==> src/tbg_pkg.sv <==
`default_nettype none
package tbg_pkg;
    // blocking mode encodings
    localparam logic [1:0] MODE_ONCE = 2'h0;
    localparam logic [1:0] MODE_WINDOW = 2'h1;
    localparam logic [1:0] MODE_WINDOW_INV = 2'h2;
    localparam logic [1:0] MODE_GATE = 2'h3;
    // blocker source selector encodings
    localparam logic [1:0] BSRC_FRONT_EVENT = 2'h0;
    localparam logic [1:0] BSRC_SYNC = 2'h1;
    localparam logic [1:0] BSRC_OTHER0 = 2'h2;
    localparam logic [1:0] BSRC_OTHER1 = 2'h3;
    // data clock rate and default widths
    localparam int DATA_CLK_MHZ = 250;
    localparam int WIN_LEN_W = 32;
    localparam int PULSE_CNT_W = 32;
    // reset values
    localparam logic [1:0] MODE_RST = MODE_ONCE;
    localparam logic [1:0] BSRC_RST = BSRC_SYNC;
endpackage : tbg_pkg
`default_nettype wire

==> src/tbg_sync_edge.sv <==
`default_nettype none
// two-stage synchroniser with rising-edge pulse
module tbg_sync_edge (
    // clock and reset
    input wire logic sys_clk_i,
    input wire logic srst_i,
    // raw level in
    input wire logic async_i,
    // synchronised level and its rising edge
    output logic level_o,
    output logic rise_o
);
    logic meta; // first stage, read by the second stage only
    logic stage2; // settled level
    logic stage3; // delayed copy for edge detection

    // chain of three flops; only stage2 and stage3 feed logic
    always_ff @(posedge sys_clk_i) begin
        if (srst_i) begin
            meta <= 1'b0;
            stage2 <= 1'b0;
            stage3 <= 1'b0;
        end else begin
            meta <= async_i;
            stage2 <= meta;
            stage3 <= stage2;
        end
    end

    assign level_o = stage2;
    assign rise_o = stage2 & ~stage3;
endmodule : tbg_sync_edge
`default_nettype wire

==> src/tbg_gate.sv <==
`default_nettype none
// Behaviour
// - unconfigured unit passes every trigger unchanged
// - blocker pulses ignored while blocker unarmed
// - arming triggers enables path, still blocked
// - separate arm enables release by blocker
// - once mode: blocked until first blocker event
// - window mode passes triggers inside window
// - inverted window rejects triggers inside window
// - gate mode passes only while blocker high
// - blocker source selectable among trigger sources
// - non-front-panel timing resolved at 250 MHz
// - blocker pulses counted and readable
module tbg_gate
    import tbg_pkg::*;
#(
    parameter int WIN_W = WIN_LEN_W,
    parameter int CNT_W = PULSE_CNT_W
) (
    // clock and reset
    input wire logic sys_clk_i,
    input wire logic srst_i,
    // host commands, one-cycle pulses
    input wire logic configure_event_blocker_cmd_i,
    input wire logic arm_event_blocker_cmd_i,
    input wire logic disarm_event_blocker_cmd_i,
    input wire logic arm_acquisition_events_cmd_i,
    input wire logic disarm_acquisition_events_cmd_i,
    input wire logic read_blocker_pulse_count_cmd_i,
    // configuration, sampled by the configure command
    input wire logic [1:0] cfg_mode_i,
    input wire logic [1:0] cfg_blocker_src_i,
    input wire logic [WIN_W-1:0] cfg_window_len_i,
    // trigger path and blocker candidates
    input wire logic front_panel_event_input_pulse_i,
    input wire logic front_panel_event_input_i,
    input wire logic sync_input_i,
    input wire logic [1:0] other_src_i,
    // outputs
    output logic front_panel_event_input_pulse_o,
    output logic blocking_active_o,
    output logic blocker_armed_o,
    output logic pass_open_o,
    output logic [CNT_W-1:0] blocker_pulse_count_o,
    output logic count_valid_o
);
    // one-hot control states
    // released is a state of its own so a disarm can clear once-mode history
    typedef enum logic [3:0] {
        ST_IDLE = 4'h1,    // not configured: free pass
        ST_BLOCKED = 4'h2, // configured, blocker not armed
        ST_ARMED = 4'h4,   // waiting for/acting on blocker events
        ST_RELEASED = 4'h8 // once mode after its event
    } tbg_state_t;

    tbg_state_t state, next_state;
    logic [1:0] mode; // latched mode
    logic [1:0] bsrc; // latched blocker source
    logic [WIN_W-1:0] win_len; // latched window length
    logic [WIN_W-1:0] win_cnt; // remaining window cycles
    logic acq_armed; // trigger reception enabled
    logic [CNT_W-1:0] pulse_cnt; // blocker event count
    logic raw_blk; // selected blocker level, unsynchronised
    logic blk_level; // synchronised blocker level
    logic blk_rise; // synchronised blocker rising edge
    logic win_open; // window currently running
    logic pass_now; // combined pass decision

    // source selection over the blocker candidates
    // the mux sits before the synchroniser, so a reconfigure while the
    // selected level is high can show up as one extra blocker edge;
    // hosts should change the source only while the blocker is idle
    function automatic logic sel_src(input logic [1:0] s, input logic fp, input logic sy, input logic [1:0] ot);
        unique case (s)
            BSRC_FRONT_EVENT: sel_src = fp;
            BSRC_SYNC: sel_src = sy;
            BSRC_OTHER0: sel_src = ot[0];
            BSRC_OTHER1: sel_src = ot[1];
        endcase
    endfunction : sel_src

    assign raw_blk = sel_src(bsrc, front_panel_event_input_i, sync_input_i, other_src_i);

    // sync input resolved on the 250 MHz data clock
    // two flops of delay, edge flagged with the new level: a blocker edge shows two cycles after the pin
    tbg_sync_edge u_sync (
        .sys_clk_i(sys_clk_i),
        .srst_i(srst_i),
        .async_i(raw_blk),
        .level_o(blk_level),
        .rise_o(blk_rise)
    );

    // a zero length never opens the window: an edge loads zero and the
    // counter stays idle, which the inverted mode reads as always passing
    assign win_open = (win_cnt != '0);

    // pass decision: configured units pass nothing until armed; once mode also waits for release
    // gate and window modes also need trigger reception armed; the idle
    // state passes regardless so an unconfigured unit behaves as a wire
    always_comb begin
        pass_now = 1'b0;
        unique case (state)
            ST_IDLE: pass_now = 1'b1;
            ST_BLOCKED: pass_now = 1'b0;
            ST_RELEASED: pass_now = acq_armed;
            ST_ARMED: begin
                unique case (mode)
                    MODE_ONCE: pass_now = 1'b0;
                    MODE_WINDOW: pass_now = acq_armed & win_open;
                    MODE_WINDOW_INV: pass_now = acq_armed & ~win_open;
                    MODE_GATE: pass_now = acq_armed & blk_level;
                endcase
            end
            default: pass_now = 1'b0;
        endcase
    end

    // state transitions; configure from any state re-blocks
    // disarm outranks a blocker edge in the same cycle, so a release
    // racing the host command never leaves the unit released
    always_comb begin
        next_state = state;
        unique case (state)
            ST_IDLE: if (configure_event_blocker_cmd_i) next_state = ST_BLOCKED;
            ST_BLOCKED: if (arm_event_blocker_cmd_i) next_state = ST_ARMED;
            ST_ARMED: begin
                if (disarm_event_blocker_cmd_i) next_state = ST_BLOCKED;
                else if (mode == MODE_ONCE && blk_rise) next_state = ST_RELEASED;
            end
            ST_RELEASED: begin
                if (disarm_event_blocker_cmd_i) next_state = ST_BLOCKED;
            end
            default: next_state = ST_IDLE;
        endcase
        if (configure_event_blocker_cmd_i && state != ST_IDLE) next_state = ST_BLOCKED;
    end

    // state and configuration registers
    // configuration is latched only by the command, so inputs may move between commands
    always_ff @(posedge sys_clk_i) begin
        if (srst_i) begin
            state <= ST_IDLE;
            mode <= MODE_RST;
            bsrc <= BSRC_RST;
            win_len <= '0;
        end else begin
            state <= next_state;
            if (configure_event_blocker_cmd_i) begin
                mode <= cfg_mode_i;
                bsrc <= cfg_blocker_src_i;
                win_len <= cfg_window_len_i;
            end
        end
    end

    // acquisition arm flag; arm wins over disarm
    // a host that pulses both in one cycle keeps reception on
    always_ff @(posedge sys_clk_i) begin
        if (srst_i) acq_armed <= 1'b0;
        else if (arm_acquisition_events_cmd_i) acq_armed <= 1'b1;
        else if (disarm_acquisition_events_cmd_i) acq_armed <= 1'b0;
    end

    // window counter in data clock cycles; an edge restarts it
    // retriggering restarts the full length rather than extending it
    always_ff @(posedge sys_clk_i) begin
        if (srst_i) win_cnt <= '0;
        else if (state != ST_ARMED) win_cnt <= '0;
        else if (blk_rise) win_cnt <= win_len;
        else if (win_open) win_cnt <= win_cnt - 1'b1;
    end

    // blocker pulse counter, only armed edges count; saturates
    // never cleared by the host, so activity is judged by two reads;
    // saturation keeps a long run from wrapping back to a small value
    always_ff @(posedge sys_clk_i) begin
        if (srst_i) pulse_cnt <= '0;
        else if (blk_rise && (state == ST_ARMED || state == ST_RELEASED) && ~&pulse_cnt)
            pulse_cnt <= pulse_cnt + 1'b1;
    end

    // registered outputs; trigger costs one cycle of latency
    // blocking and armed status outputs follow next_state so they change with the state flop
    always_ff @(posedge sys_clk_i) begin
        if (srst_i) begin
            front_panel_event_input_pulse_o <= 1'b0;
            blocking_active_o <= 1'b0;
            blocker_armed_o <= 1'b0;
            pass_open_o <= 1'b1;
            blocker_pulse_count_o <= '0;
            count_valid_o <= 1'b0;
        end else begin
            front_panel_event_input_pulse_o <= front_panel_event_input_pulse_i & pass_now;
            blocking_active_o <= (next_state != ST_IDLE);
            blocker_armed_o <= (next_state == ST_ARMED) || (next_state == ST_RELEASED);
            pass_open_o <= pass_now;
            count_valid_o <= read_blocker_pulse_count_cmd_i;
            if (read_blocker_pulse_count_cmd_i) blocker_pulse_count_o <= pulse_cnt;
        end
    end
endmodule : tbg_gate
`default_nettype wire

==> config.mk <==
export PLATFORM = sky130hd
export DESIGN_NAME = tbg_gate
export DESIGN_NICKNAME = d
export VERILOG_FILES = /design/src/tbg_pkg.sv /design/src/tbg_sync_edge.sv /design/src/tbg_gate.sv
export SDC_FILE = /design/constraint.sdc
export NUM_CORES = 1
export LEC_CHECK = 0
export BUFFER_PORTS_ARGS = -buffer_cell sky130_fd_sc_hd__buf_4
export CAP_MARGIN = 20
export CELL_PAD_IN_SITES_DETAIL_PLACEMENT = 1
export CELL_PAD_IN_SITES_GLOBAL_PLACEMENT = 2
export CORE_MARGIN = 2
export CORE_UTILIZATION = 38
export CTS_CLUSTER_DIAMETER = 200
export DETAILED_ROUTE_END_ITERATION = 8
export PLACE_DENSITY_LB_ADDON = 0.05
export SLEW_MARGIN = 20
export SYNTH_ARGS = -nofsm -noshare
export SYNTH_HDL_FRONTEND = slang
export SYNTH_SLANG_ARGS = --single-unit
==> constraint.sdc <==
create_clock -name sys_clk_i -period 4.3 [get_ports sys_clk_i]
set_clock_uncertainty 0.05 [all_clocks]
set_input_delay 0 -clock sys_clk_i [delete_from_list [all_inputs] [get_ports sys_clk_i]]
set_output_delay 0 -clock sys_clk_i [all_outputs]
set_load 0.02 [all_outputs]
==> reports/qor.txt <==
Via total after detailed routing -> 5,371
Area leader, netlist -> dfxtp_1
Highest clock rate -> 310.2 MHz
Pwr dens -> 374.7 nW/um^2
Final Hold Fails -> 0
Net Sw Power -> 641.7 uW
Final setup vio count -> 0
Row cnt -> 46
Crit-path max FO -> 14
Post-Synthesis Cell Area -> 6183 um^2
Initial Util -> 38.93%
Leading post-synthesis cells by cell area -> dfxtp_1 47%, mux2i_1 11%, nor2_1 7.3%
CTS Buffer Depth -> 2
Reg2Reg Depth -> 7
Largest net degree at the start of global routing -> 87
Ant diodes -> 0
Outcome -> finished, final reports clean
Hold Crit Class -> in2reg
Antenna violations before repair -> 0
Die Width -> 131.6 um
Footprint of the multi-input gates -> 3126 um^2
Clk pwr share -> 49.1%
EDFF count, synth -> 0
IO Count -> 86
Placed wire-length estimate -> 10.89 mm
Vias per Instance -> 5.077
Worst Hold End -> u_sync.meta
Max Slew Vio Count -> 0
First-pass GRT wire length -> 28.39 mm
Post_cts resized -> 0
Final cell utilization of the core -> 52.08%
Final ANT Viol Nets -> 0
Post-CTS Setup Bufs -> 0
Worst-margin pin slew -> 0.9896 ns
Switching part of the total power -> 20.70%
Post-layout net count -> 880
Hold_sp -> front_panel_event_input_i
VDD IR max -> 0.2743 mV
Leakage -> 0.003543 uW
Sequential area share after synthesis -> 46.94%
Clock Sinks -> 145
Syn avg cell area -> 8.974 um^2
Count leader, synth -> dfxtp_1
Post-synth net total -> 740
Maxcap violations -> 0
Logic pwr share -> 6.1%
Async SR Flop Fraction -> 0%
WL final -> 16.61 mm
PortBufs -> 85
Distinct cell type count after synthesis -> 48
Worst Setup Start Kind -> flop
Core area -> 15,890 um^2
Clk slew on worst S/H paths -> 0.06 ns
Final period util -> 74.97%
DRT Pass-1 Iters -> 4
Hold path depth -> 3
Commonest cells post-synth -> 145 x dfxtp_1, 121 x nor2_1, 69 x mux2i_1
CTS tree -> built
Top FF cell, synth -> dfxtp_1
Root Buffer -> clkbuf_16
Crit path DAT -> 3.45 ns
Final-layout fill cell count -> 1,841
Total GRT Usage -> 20.00%
Hold Buf Count CTS -> 66
Sequential power share -> 44.8%
Die ar. -> 17,310 um^2
Pint -> 2458 uW
Layout cell share with drive strength beyond 1 -> 15.56%
Register area -> 2903 um^2
Initial DRC count -> 151
Slew HR -> 33.89%
#FFs+latches synth -> 145
Synth warn -> 0
Tmin final -> 3.224 ns
Worst setup EP type -> flop
Crit Path Category -> reg2reg
Vias in the first global route -> 5,700
Area delta synth->final -> 33.79%
WL/cell -> 15.70 um
Die Span Y -> 131.6 um
H-tree Lvls -> 4
Worst reg2reg endpoint -> win_cnt[17]
Final setup TNS -> 0 ns
Reg2reg setup slack -> 1.08 ns
DRC -> 0
Area share of the largest cell type after synthesis -> 46.94%
Skew-Pair Late Insertion Delay -> 0.42 ns
Worst endpoint required time -> 4.52 ns
Global route overflow -> 0
Unrepaired setup endpoints after global routing -> no
Worst flop-to-flop path startpoint -> win_cnt[0]
GP Congestion -> 0.7802
Post-Syn Instances -> 689
Number of buffers created by CTS -> 17
registers in the layout, summed over array words and instances (netlist names), 2 cells and up:
signal                 flops
pulse_cnt                 32
bsrc                       2
blocker_pulse_count_o     32
win_cnt                   32
mode                       2
state                      4
win_len                   32
layout by cell type, fill, tap and decap left out, types with 8 or more instances in the layout:
master / Yosys / layout
o21ai_0: 32 / 32
nor3_1: 24 / 23
nor2b_1: 8 / 8
nand4_1: 11 / 11
a21oi_1: 25 / 25
clkbuf_16: 0 / 17
or3_1: 11 / 11
mux2i_1: 69 / 69
buf_4: 0 / 90
and4_1: 8 / 8
dfxtp_1: 145 / 145
nand3_1: 21 / 21
xnor2_1: 24 / 24
nand2_1: 53 / 53
clkbuf_8: 0 / 8
nor2_1: 121 / 121
dlygate4sd3_1: 0 / 66
xor2_1: 28 / 28
nor4_1: 11 / 11
metal layers:
metal / share of wire, % / vias up / track usage [%]
li1: - / 2667 / -
met1: 48 / 2620 / 25.71
met2: 48 / 74 / 33.86
met3: 3.1 / 10 / 4.745
met4: 0.63 / 0 / 4.952
met5: 0 / - / 0
area by class of cell:
cell class	count	share of cell area, %
tap	216	3.267
clock inverter	3	0.7864
clock buffer	29	6.655
timing repair buffer	156	16.15
sequential	145	35.09
inverter	6	0.2722
multi-input combinational	503	37.78
worst max-delay path by stage:
stage	startpoint	endpoint	slack (ns)	cells after the start
3_5_place_dp	win_cnt[0]	win_cnt[17]	1.08	7
4_1_cts	win_cnt[0]	win_cnt[17]	1.06	7
5_1_grt	win_cnt[0]	win_cnt[21]	0.80	7
6_report	win_cnt[0]	win_cnt[17]	1.08	7
2_1_floorplan	win_cnt[0]	win_cnt[30]	1.97	9
3_3_place_gp	win_cnt[0]	win_cnt[22]	1.24	7
power by group through the flow:
stage	Sequential, uW	Combinational (uW)	Clock, uW
final	1390	189	1520
after global routing	1390	209	1630
after CTS	1390	189	1570
after detailed placement	1420	140	0
after global placement	1420	136	0
after floorplan	1410	84.0	0
critical path: stages (launching register included):
cell     delay [ns]
dfxtp_1        0.35
inv_1          0.08
ha_1           0.20
or4b_1         0.62
nor4_4         0.41
nand3_1        0.53
nand3_1        0.65
o21ai_0        0.19
cell families after synthesis:
logic type	after synthesis	share of synthesized area, %
AOI/OAI and AO/OA	74	6.779
xor gates and xnor gates	52	7.365
adders and majority gates	2	0.4046
buffers and inverters	41	2.590
DFF	145	46.94
muxes	70	11.53
and+or+nand+nor	305	24.38
through the flow:
step           hold slack [ns]  std cells  setup WS, ns  area, um^2  total power [uW]
3_5_place_dp            0.1596        960         1.077        6997              1557
5_1_grt                0.04871       1058        0.7966        8273              3226
4_1_cts               0.009613       1058         1.059        8273              3144
2_1_floorplan          0.05381        689         1.971        6183              1496
3_3_place_gp            0.1600        960         1.242        6992              1552
6_report               0.03700       1058         1.076        8273              3099
Power figures use the tool's default switching activity.
